$ cat config.mk
export PLATFORM = sky130hd
export DESIGN_NAME = ersc_device_flat
export DESIGN_NICKNAME = d
export VERILOG_FILES = /design/src/verilog/ersc_pkg.sv /design/src/verilog/ersc_reg_if.sv /design/src/verilog/ersc_device.sv /design/src/flat_wrapper.sv
export SDC_FILE = /design/constraint.sdc
export NUM_CORES = 2
export LEC_CHECK = 0
export BUFFER_PORTS_ARGS = -buffer_cell sky130_fd_sc_hd__buf_2
export CAP_MARGIN = 5
export CORE_ASPECT_RATIO = 0.5
export CORE_UTILIZATION = 45
export CTS_CLUSTER_SIZE = 40
export DETAILED_ROUTE_END_ITERATION = 6
export GPL_TIMING_DRIVEN = 0
export REMOVE_ABC_BUFFERS = 1
export SKIP_LAST_GASP = 1
export SLEW_MARGIN = 25
export SYNTH_ARGS = -nofsm -noshare
export SYNTH_HDL_FRONTEND = slang
export SYNTH_SLANG_ARGS = --single-unit
$ cat constraint.sdc
create_clock -name aclk -period 5.49 [get_ports aclk]
set_clock_uncertainty 0.05 [all_clocks]
set_input_delay 1.098 -clock aclk [delete_from_list [all_inputs] [get_ports aclk]]
set_output_delay 1.098 -clock aclk [all_outputs]
set_load 0.005 [all_outputs]
$ cat src/verilog/ersc_pkg.sv
package ersc_pkg;
    // device register offsets
    localparam logic [7:0] OFS_PAY_ACC_STATUS = 8'hcd;
    localparam logic [7:0] OFS_PAY_ACC_CTL = 8'hce;
    localparam logic [7:0] OFS_PAY_ACC_BYTE = 8'hcf;
    localparam logic [7:0] OFS_RX_PAY_CFG = 8'hd0;
    localparam logic [7:0] OFS_RX_PAY_EN = 8'hd1;
    localparam logic [7:0] OFS_SIG_BUF_CFG = 8'hd2;
    localparam logic [7:0] OFS_SIG_ACC_STATUS = 8'hd3;
    localparam logic [7:0] OFS_SIG_ACC_CTL = 8'hd4;
    localparam logic [7:0] OFS_SIG_ACC_BYTE = 8'hd5;
    localparam logic [7:0] OFS_FLAGS_0 = 8'hd6;
    localparam logic [7:0] OFS_FLAGS_1 = 8'hd7;
    localparam logic [7:0] OFS_FLAGS_2 = 8'hd8;
    localparam logic [7:0] OFS_FLAGS_3 = 8'hd9;
    // field positions
    localparam int CFG_SNAP_BIT = 7;
    localparam int CFG_GSIG_BIT = 6;
    localparam int EN_BIT = 0;
    localparam int BUF_FREEZE_BIT = 3;
    localparam int BUF_DBN_BIT = 2;
    localparam int BUF_IRQE_BIT = 1;
    localparam int CTL_RNW_BIT = 7;
    // replacement selections
    localparam logic [2:0] SEL_PER_SLOT = 3'h0;
    localparam logic [2:0] SEL_CODE = 3'h1;
    localparam logic [2:0] SEL_ALAW = 3'h2;
    localparam logic [2:0] SEL_MULAW = 3'h3;
    // framing and timing
    localparam logic [3:0] SNAP_FRAME = 4'h0;
    localparam int BUSY_CYCLES = 2;
    // controller register map (AXI4-Lite byte addresses)
    localparam logic [3:0] HOFS_RAW_CMD = 4'h0;
    localparam logic [3:0] HOFS_IND_CMD = 4'h4;
    localparam logic [3:0] HOFS_STATUS = 4'h8;
    localparam logic [3:0] HOFS_RESULT = 4'hc;
    localparam int RAW_READ_BIT = 16;
    localparam int IND_BANK_BIT = 17;
    localparam int ST_PENDING_BIT = 0;
    localparam int ST_IRQ_BIT = 1;
    localparam int ST_REFUSED_BIT = 2;
    localparam logic [1:0] RESP_OKAY = 2'h0;
    localparam logic [1:0] RESP_SLVERR = 2'h2;

    // slots 0 and 16 carry no channel signaling
    function automatic logic sig_slot_ok(input logic [4:0] slot);
        return (slot != 5'h00) && (slot != 5'h10);
    endfunction : sig_slot_ok

    function automatic logic sig_entry_ok(input logic [6:0] a);
        return (a[6:5] == 2'h0) && sig_slot_ok(a[4:0]);
    endfunction : sig_entry_ok

    // 00-3F per-slot data entries, 41-4F and 51-5F signaling code entries
    function automatic logic pay_entry_ok(input logic [6:0] a);
        return (a[6] == 1'b0) || ((a[6:5] == 2'h2) && sig_slot_ok(a[4:0]));
    endfunction : pay_entry_ok

    function automatic logic [4:0] flag_bit(input logic [4:0] slot);
        return (slot < 5'h10) ? slot - 5'h01 : slot - 5'h02;
    endfunction : flag_bit
endpackage : ersc_pkg

$ cat src/verilog/ersc_reg_if.sv
`timescale 1ns/1ns
`default_nettype none
interface ersc_reg_if;
    logic [7:0] reg_addr;
    logic [7:0] reg_wdata;
    logic reg_wr;
    logic reg_rd;
    logic [7:0] reg_rdata;
    logic sig_irq;
    modport dev (input reg_addr, reg_wdata, reg_wr, reg_rd, output reg_rdata, sig_irq);
    modport host (output reg_addr, reg_wdata, reg_wr, reg_rd, input reg_rdata, sig_irq);
endinterface : ersc_reg_if
`default_nettype wire

$ cat src/verilog/ersc_device.sv
// Our own choice: the AXI4-Lite slave port.
`timescale 1ns/1ns
`default_nettype none
module ersc_device #(
    parameter int BUSY_CYCLES = ersc_pkg::BUSY_CYCLES,
    parameter logic [63:0] ALAW_MW_PATTERN = 64'h0000_0000_0000_0000,
    parameter logic [63:0] MULAW_MW_PATTERN = 64'h0000_0000_0000_0000
) (
    // clock and reset
    input wire logic aclk,
    input wire logic aresetn,
    // register port
    ersc_reg_if.dev regs,
    // received timeslot stream
    input wire logic rx_valid,
    input wire logic [4:0] rx_slot,
    input wire logic [3:0] rx_frame,
    input wire logic [7:0] rx_data,
    input wire logic [3:0] rx_abcd,
    input wire logic mf_sync,
    // conditioned stream
    output logic out_valid,
    output logic [4:0] out_slot,
    output logic [7:0] out_data,
    output logic [3:0] rx_signaling_out
);
    if (BUSY_CYCLES < 1 || BUSY_CYCLES > 3) begin : g_bad_busy
        $error("BUSY_CYCLES must be 1 to 3");
    end

    typedef struct packed {
        logic snap_en;
        logic gsig_en;
        logic [2:0] gsel;
        logic pay_en;
        logic freeze;
        logic dbn;
        logic irqe;
        logic [7:0] sctl;
        logic [7:0] sbyte;
        logic [7:0] pctl;
        logic [7:0] pbyte;
        logic [1:0] busy_cnt;
        logic busy_pay;
        logic [31:0][2:0] slsel;
        logic [31:0][7:0] dcod;
        logic [31:0][4:0] scode;
        logic [31:0][3:0] abcd;
        logic [31:0][3:0] last;
        logic [31:0][3:0] snap;
        logic [29:0] flags;
        logic [2:0] phase;
        logic [7:0] rdata;
        logic irq;
        logic ovalid;
        logic [4:0] oslot;
        logic [7:0] odata;
        logic [3:0] osig;
    } ersc_dev_state_type;

    ersc_dev_state_type s;
    ersc_dev_state_type n;
    logic [29:0] clr;
    logic [29:0] set;
    logic [7:0] d;
    logic [3:0] sg;
    logic [6:0] ia;
    logic busy;

    function automatic logic [7:0] mw_byte(input logic [63:0] pat, input logic [2:0] ph);
        return pat[{ph, 3'h0} +: 8];
    endfunction : mw_byte

    assign busy = (s.busy_cnt != 2'h0);

    always_comb begin
        n = s;
        clr = '0;
        set = '0;
        d = rx_data;
        sg = rx_abcd;
        ia = 7'h00;
        n.ovalid = rx_valid;
        n.oslot = rx_slot;
        if (regs.reg_wr) begin
            case (regs.reg_addr)
                ersc_pkg::OFS_RX_PAY_CFG: begin
                    n.snap_en = regs.reg_wdata[ersc_pkg::CFG_SNAP_BIT];
                    n.gsig_en = regs.reg_wdata[ersc_pkg::CFG_GSIG_BIT];
                    n.gsel = regs.reg_wdata[2:0];
                end
                ersc_pkg::OFS_RX_PAY_EN: n.pay_en = regs.reg_wdata[ersc_pkg::EN_BIT];
                ersc_pkg::OFS_SIG_BUF_CFG: begin
                    n.freeze = regs.reg_wdata[ersc_pkg::BUF_FREEZE_BIT];
                    n.dbn = regs.reg_wdata[ersc_pkg::BUF_DBN_BIT];
                    n.irqe = regs.reg_wdata[ersc_pkg::BUF_IRQE_BIT];
                end
                // commands and bytes are ignored while an access is under way
                ersc_pkg::OFS_SIG_ACC_CTL: if (!busy) begin
                    n.sctl = regs.reg_wdata;
                    n.busy_pay = 1'b0;
                    n.busy_cnt = 2'(BUSY_CYCLES);
                end
                ersc_pkg::OFS_SIG_ACC_BYTE: if (!busy) n.sbyte = regs.reg_wdata;
                ersc_pkg::OFS_PAY_ACC_CTL: if (!busy) begin
                    n.pctl = regs.reg_wdata;
                    n.busy_pay = 1'b1;
                    n.busy_cnt = 2'(BUSY_CYCLES);
                end
                ersc_pkg::OFS_PAY_ACC_BYTE: if (!busy) n.pbyte = regs.reg_wdata;
                ersc_pkg::OFS_FLAGS_0: clr[7:0] = regs.reg_wdata;
                ersc_pkg::OFS_FLAGS_1: clr[15:8] = regs.reg_wdata;
                ersc_pkg::OFS_FLAGS_2: clr[23:16] = regs.reg_wdata;
                ersc_pkg::OFS_FLAGS_3: clr[29:24] = regs.reg_wdata[5:0];
                default: ;
            endcase
        end
        // indirect access completes on the last busy cycle
        if (busy) begin
            n.busy_cnt = s.busy_cnt - 2'h1;
            if (s.busy_cnt == 2'h1) begin
                if (!s.busy_pay) begin
                    ia = s.sctl[6:0];
                    if (ersc_pkg::sig_entry_ok(ia)) begin
                        if (s.sctl[ersc_pkg::CTL_RNW_BIT]) begin
                            n.sbyte = {4'h0, s.abcd[ia[4:0]]};
                        end else begin
                            n.abcd[ia[4:0]] = s.sbyte[3:0];
                        end
                    end
                end else begin
                    ia = s.pctl[6:0];
                    if (ersc_pkg::pay_entry_ok(ia)) begin
                        case ({ia[6:5], s.pctl[ersc_pkg::CTL_RNW_BIT]})
                            3'h0: n.slsel[ia[4:0]] = s.pbyte[7:5];
                            3'h1: n.pbyte = {s.slsel[ia[4:0]], 5'h00};
                            3'h2: n.dcod[ia[4:0]] = s.pbyte;
                            3'h3: n.pbyte = s.dcod[ia[4:0]];
                            3'h4: n.scode[ia[4:0]] = s.pbyte[4:0];
                            3'h5: n.pbyte = {3'h0, s.scode[ia[4:0]]};
                            default: ;
                        endcase
                    end
                end
            end
        end
        if (rx_valid) begin
            if (rx_slot == 5'h00) begin
                n.phase = s.phase + 3'h1;
            end
            if (ersc_pkg::sig_slot_ok(rx_slot)) begin
                n.last[rx_slot] = rx_abcd;
                if (!s.freeze
                    && (!s.dbn || rx_abcd == s.last[rx_slot])
                    && rx_abcd != s.abcd[rx_slot]) begin
                    n.abcd[rx_slot] = rx_abcd;
                    set[ersc_pkg::flag_bit(rx_slot)] = 1'b1;
                end
            end
            if (rx_frame == ersc_pkg::SNAP_FRAME) begin
                n.snap[rx_slot] = rx_abcd;
            end
            if (s.pay_en) begin
                if (s.snap_en && mf_sync && rx_frame != ersc_pkg::SNAP_FRAME) begin
                    sg = s.snap[rx_slot];
                end
                if (s.gsig_en || s.scode[rx_slot][4]) begin
                    sg = s.scode[rx_slot][3:0];
                end
                case (s.gsel)
                    ersc_pkg::SEL_PER_SLOT: begin
                        case (s.slsel[rx_slot])
                            ersc_pkg::SEL_CODE: d = s.dcod[rx_slot];
                            ersc_pkg::SEL_ALAW: d = mw_byte(ALAW_MW_PATTERN, s.phase);
                            ersc_pkg::SEL_MULAW: d = mw_byte(MULAW_MW_PATTERN, s.phase);
                            default: ;
                        endcase
                    end
                    ersc_pkg::SEL_CODE: d = s.dcod[rx_slot];
                    ersc_pkg::SEL_ALAW: d = mw_byte(ALAW_MW_PATTERN, s.phase);
                    ersc_pkg::SEL_MULAW: d = mw_byte(MULAW_MW_PATTERN, s.phase);
                    default: ;
                endcase
            end
            n.odata = d;
            n.osig = sg;
        end
        // a change in the clearing cycle keeps its flag
        n.flags = (s.flags & ~clr) | set;
        n.irq = n.irqe && (n.flags != 30'h0000_0000);
        if (regs.reg_rd) begin
            case (regs.reg_addr)
                ersc_pkg::OFS_PAY_ACC_STATUS: n.rdata = {7'h00, busy && s.busy_pay};
                ersc_pkg::OFS_PAY_ACC_CTL: n.rdata = s.pctl;
                ersc_pkg::OFS_PAY_ACC_BYTE: n.rdata = s.pbyte;
                ersc_pkg::OFS_RX_PAY_CFG: n.rdata = {s.snap_en, s.gsig_en, 3'h0, s.gsel};
                ersc_pkg::OFS_RX_PAY_EN: n.rdata = {7'h00, s.pay_en};
                ersc_pkg::OFS_SIG_BUF_CFG: n.rdata = {4'h0, s.freeze, s.dbn, s.irqe, 1'b0};
                ersc_pkg::OFS_SIG_ACC_STATUS: n.rdata = {7'h00, busy && !s.busy_pay};
                ersc_pkg::OFS_SIG_ACC_CTL: n.rdata = s.sctl;
                ersc_pkg::OFS_SIG_ACC_BYTE: n.rdata = s.sbyte;
                ersc_pkg::OFS_FLAGS_0: n.rdata = s.flags[7:0];
                ersc_pkg::OFS_FLAGS_1: n.rdata = s.flags[15:8];
                ersc_pkg::OFS_FLAGS_2: n.rdata = s.flags[23:16];
                ersc_pkg::OFS_FLAGS_3: n.rdata = {2'h0, s.flags[29:24]};
                default: n.rdata = 8'h00;
            endcase
        end
    end

    always_ff @(posedge aclk) begin
        if (!aresetn) begin
            s <= '0;
        end else begin
            s <= n;
        end
    end

    assign regs.reg_rdata = s.rdata;
    assign regs.sig_irq = s.irq;
    assign out_valid = s.ovalid;
    assign out_slot = s.oslot;
    assign out_data = s.odata;
    assign rx_signaling_out = s.osig;
endmodule : ersc_device
`default_nettype wire

$ cat src/flat_wrapper.sv
// flat-port wrapper written by rule: the top's interface ports become plain ports
module ersc_device_flat 
#(
    parameter int BUSY_CYCLES = ersc_pkg::BUSY_CYCLES,
    parameter logic [63:0] ALAW_MW_PATTERN = 64'h0000_0000_0000_0000,
    parameter logic [63:0] MULAW_MW_PATTERN = 64'h0000_0000_0000_0000
)
  (aclk, aresetn, rx_valid, rx_slot, rx_frame, rx_data, rx_abcd, mf_sync, out_valid, out_slot, out_data, rx_signaling_out, regs_reg_addr, regs_reg_wdata, regs_reg_wr, regs_reg_rd, regs_reg_rdata, regs_sig_irq);
  ersc_reg_if regs_i ();
  input wire logic aclk;
  input wire logic aresetn;
  input wire logic rx_valid;
  input wire logic [4:0] rx_slot;
  input wire logic [3:0] rx_frame;
  input wire logic [7:0] rx_data;
  input wire logic [3:0] rx_abcd;
  input wire logic mf_sync;
  output logic out_valid;
  output logic [4:0] out_slot;
  output logic [7:0] out_data;
  output logic [3:0] rx_signaling_out;
  input wire logic [$bits(regs_i.reg_addr)-1:0] regs_reg_addr;
  input wire logic [$bits(regs_i.reg_wdata)-1:0] regs_reg_wdata;
  input wire logic [$bits(regs_i.reg_wr)-1:0] regs_reg_wr;
  input wire logic [$bits(regs_i.reg_rd)-1:0] regs_reg_rd;
  output wire logic [$bits(regs_i.reg_rdata)-1:0] regs_reg_rdata;
  output wire logic [$bits(regs_i.sig_irq)-1:0] regs_sig_irq;
  assign regs_i.reg_addr = regs_reg_addr;
  assign regs_i.reg_wdata = regs_reg_wdata;
  assign regs_i.reg_wr = regs_reg_wr;
  assign regs_i.reg_rd = regs_reg_rd;
  assign regs_reg_rdata = regs_i.reg_rdata;
  assign regs_sig_irq = regs_i.sig_irq;
  ersc_device #(.BUSY_CYCLES(BUSY_CYCLES), .ALAW_MW_PATTERN(ALAW_MW_PATTERN), .MULAW_MW_PATTERN(MULAW_MW_PATTERN)) u_core (.aclk(aclk), .aresetn(aresetn), .regs(regs_i), .rx_valid(rx_valid), .rx_slot(rx_slot), .rx_frame(rx_frame), .rx_data(rx_data), .rx_abcd(rx_abcd), .mf_sync(mf_sync), .out_valid(out_valid), .out_slot(out_slot), .out_data(out_data), .rx_signaling_out(rx_signaling_out));
endmodule
==> impl_metrics.ini <==
[outcome]
outcome = complete, no violations

[worst_setup_path]
critPathTopFamily = buffers and inverters
worstPathMaxFanout = 76
reg2reg_from = u_core.s[967]
critPathMostFrequentCell = sky130_fd_sc_hd__buf_4
crit_path_cell_trace = buf_8 > buf_16 > buf_16 > or4b_4 > o22ai_1 > nor4_1 > nand2_1 > xor2_1 > o41ai_4 > buf_4 > buf_4 > buf_4 > buf_4 > o311ai_0 > a21boi_1
criticalPathCategory = input pin to register
cp_max_stage_delay_ns = 0.56
timing.critical_path.from_type = input pin
critical_path.startpoint = rx_slot[1]
timing.critical_path.required_ns = 6.04
worstPathArrival_ns = 5.94
crit_path_buffers_inverters = 7
worstSetupEndpointType = register
cp_slowest_cell = sky130_fd_sc_hd__or4b_4

[worst_hold_path]
holdCritPathClass = register to register
worstHoldStart = u_core.rx_signaling_out[0]

[floorplanning]
boundary_pin_count = 70
core-area_mm2 = 0.118
die_height_um = 246
floorplan.initialDensity = 0.455
fp.dieArea_mm2 = 0.121
placement_rows = 89
die-width_um = 491

[grt]
initial_antenna_violation_count = 0
globalRoute.totalOverflow = 0
grt_max_degree = 150
grt_first_pass_wirelength_mm = 269
grt_pass1_vias = 42600
grt_usage = 0.286

[sta]
slew_limit_fails = 0
unrepaired_setup_endpoints_after_global_routing = false
final_clock_period_utilization_by_the_worst_path = 0.981
final-hold-violation-count = 0
fin_tns_setup_ns = 0
fmax_ghz = 0.186
fin_worst_hold_slack_ns = 0.395
setup_viol = 0
worst_slew_margin_rel = 0.280
final_setup_slack_of_the_worst_path_ns = 0.103
post-route-min-period_ns = 5.39
worst-slew-pin-transition_ns = 1.07

[yosys]
count_of_yosys_warnings_during_synthesis = 0
synth_seq_area_share = 0.371
synth_async_reset_ratio = 0
number_of_enable_flip_flop_cells_after_synthesis = 0
yosys.cell_types.count = 69
syn-mean-instance-area_um2 = 9.49
synth_seq_cells = 997
yosys_most_used_dff = sky130_fd_sc_hd__dfxtp_1
synth_cells = 5665
synth_area_mm2 = 0.0538

[clocking]
clock_path_buffers = 3
clkSlewWorstSetupHoldPaths_ns = 0.06
clock_tree_from_tritoncts = built
total_number_of_clock_tree_sinks = 997
cts_root_buf = sky130_fd_sc_hd__clkbuf_16
hold_buffers = 0
htree_levels = 3
cts_buffers = 96
insertion_delay_ns = 0.74

[drt]
drt-pass1-iter-count = 6
num_vias = 44200
route.detailed.vias_per_inst = 6.28
detail_route.iter0.violations = 4928
antenna_left = 0
drt_wl_total_mm = 176
drt-wirelength-per-cell_um = 24.9
drc = 0

[layout]
flow.area_growth_from_synthesis_pct = 10.5
commonest_non_fill_non_tap_cells_in_the_layout = 980 x sky130_fd_sc_hd__dfxtp_1, 938 x sky130_fd_sc_hd__nand2_1, 622 x sky130_fd_sc_hd__a21boi_0
finalNetCount = 5421
final_common_cell = sky130_fd_sc_hd__dfxtp_1
final_cells = 7038
n_antenna_cell = 0
seq_area_mm2 = 0.0200
fin_area_mm2 = 0.0594
final_layout_size_suffix_gt1_frac = 0.168
final_core_util = 0.503
layout.filler_cells = 10600
area_of_the_multi_input_gates_mm2 = 0.0317

[placement]
pre_cts_ws_ns = -1.03
placedCellCount = 6864
gp_congestion = 0.910
post-dp-hpwl_mm = 118
buffer_ports.inserted = 69
placedInstanceArea_mm2 = 0.0562

[power_and_ir_drop]
peakVddDrop_mv = 0.217
pwr_density_cell_mw_per_mm2 = 250
total_power_mw = 14.9
leakagePower_nw = 20.2

[flow_run]
maxCapViolations = 0
==> kinds of logic (layout without fill, tap and decap cells) <==
group,count (synthesis),after routing,share of synthesized area
simple gates,2139,2139,0.193
compound gates,1000,1000,0.136
flops,997,997,0.371
mux,921,921,0.250
buf+inv,591,372,0.0456
xor+xnor,9,9,0.00147
fa+ha+maj,8,8,0.00182
==> worst reg2reg max path, cell delays in order (launching register included) <==
cell	delay, ns
sky130_fd_sc_hd__dfxtp_4	0.66
sky130_fd_sc_hd__buf_12	0.30
sky130_fd_sc_hd__buf_12	0.28
sky130_fd_sc_hd__mux4_2	0.61
sky130_fd_sc_hd__a22o_1	0.27
sky130_fd_sc_hd__a221oi_1	0.65
sky130_fd_sc_hd__nand4_1	0.34
sky130_fd_sc_hd__o211ai_1	0.30
sky130_fd_sc_hd__o21ai_0	0.12
sky130_fd_sc_hd__and2_1	0.19
==> registers in the layout, indices dropped and copies added (netlist names) <==
| name | cells |
|---|---|
| u_core.out_valid | 1 |
| u_core.s | 970 |
| u_core.regs.reg_rdata | 8 |
| u_core.regs.sig_irq | 1 |
| u_core.out_slot | 5 |
| u_core.rx_signaling_out | 4 |
| u_core.out_data | 8 |
==> repair_timing <==
item                                    CTS  global route
gates resized for setup                   1             2
pin swaps                                 0             0
endpoints found under the setup margin    1             1
buffers inserted                          1             0
gates cloned                              0             0
==> synthesized netlist by cell type (18+ instances only) <==
master                     number  area share
sky130_fd_sc_hd__o22ai_1       68      0.0079
sky130_fd_sc_hd__a21boi_0     623       0.087
sky130_fd_sc_hd__nand2_1      942       0.066
sky130_fd_sc_hd__a21oi_1       34      0.0032
sky130_fd_sc_hd__buf_1         84      0.0059
sky130_fd_sc_hd__a22oi_1      107       0.015
sky130_fd_sc_hd__nor4_1        18      0.0021
sky130_fd_sc_hd__and2_1        47      0.0055
sky130_fd_sc_hd__dfxtp_1      997        0.37
sky130_fd_sc_hd__mux4_2       325        0.14
sky130_fd_sc_hd__buf_2         46      0.0043
sky130_fd_sc_hd__a22o_1        20      0.0033
sky130_fd_sc_hd__mux2i_1      464       0.086
sky130_fd_sc_hd__nor2_1       110      0.0077
sky130_fd_sc_hd__clkbuf_1     408       0.028
sky130_fd_sc_hd__buf_4         42      0.0059
sky130_fd_sc_hd__and3_1        19      0.0022
sky130_fd_sc_hd__nor2b_1      199       0.023
sky130_fd_sc_hd__a221oi_1      19      0.0031
sky130_fd_sc_hd__o21ai_0       44      0.0041
sky130_fd_sc_hd__nand3_4       20      0.0065
sky130_fd_sc_hd__nand4_1       58      0.0068
sky130_fd_sc_hd__nand3_1      620       0.058
sky130_fd_sc_hd__mux2_2       132       0.028
==> metal layers <==
layer | share of wire | up-vias | track usage
met5 | 0 | - | 0
met4 | 0.040 | 0 | 0.110
met3 | 0.075 | 369 | 0.0504
met2 | 0.46 | 1745 | 0.454
met1 | 0.43 | 22100 | 0.390
li1 | - | 20000 | -
==> final timing paths <==
kind         slack [ns]                         end  cells past startpoint
max reg2reg        1.64               u_core.s[966]                      9
min                0.39  u_core.rx_signaling_out[0]                      2
max                0.10         u_core.regs.sig_irq                     15
min reg2reg        0.39  u_core.rx_signaling_out[0]                      2
==> final cells by class <==
type                            instances  area share
Tap cell                             1592      0.0335
Inverter                                9    0.000569
Sequential cell                       997       0.337
Clock buffer                          149      0.0482
Clock inverter                         24     0.00447
Multi-Input combinational cell       4077       0.533
Timing Repair Buffer                  190      0.0429
==> power breakdown <==
group	leakage (nW)	switching (mW)	internal, mW
clock	1.55	3.04	3.78
sequential	8.05	0.0168	7.25
combinational	10.6	0.502	0.289
total	20.2	3.56	11.3
Note: power is estimated with default switching activity, not from simulation.
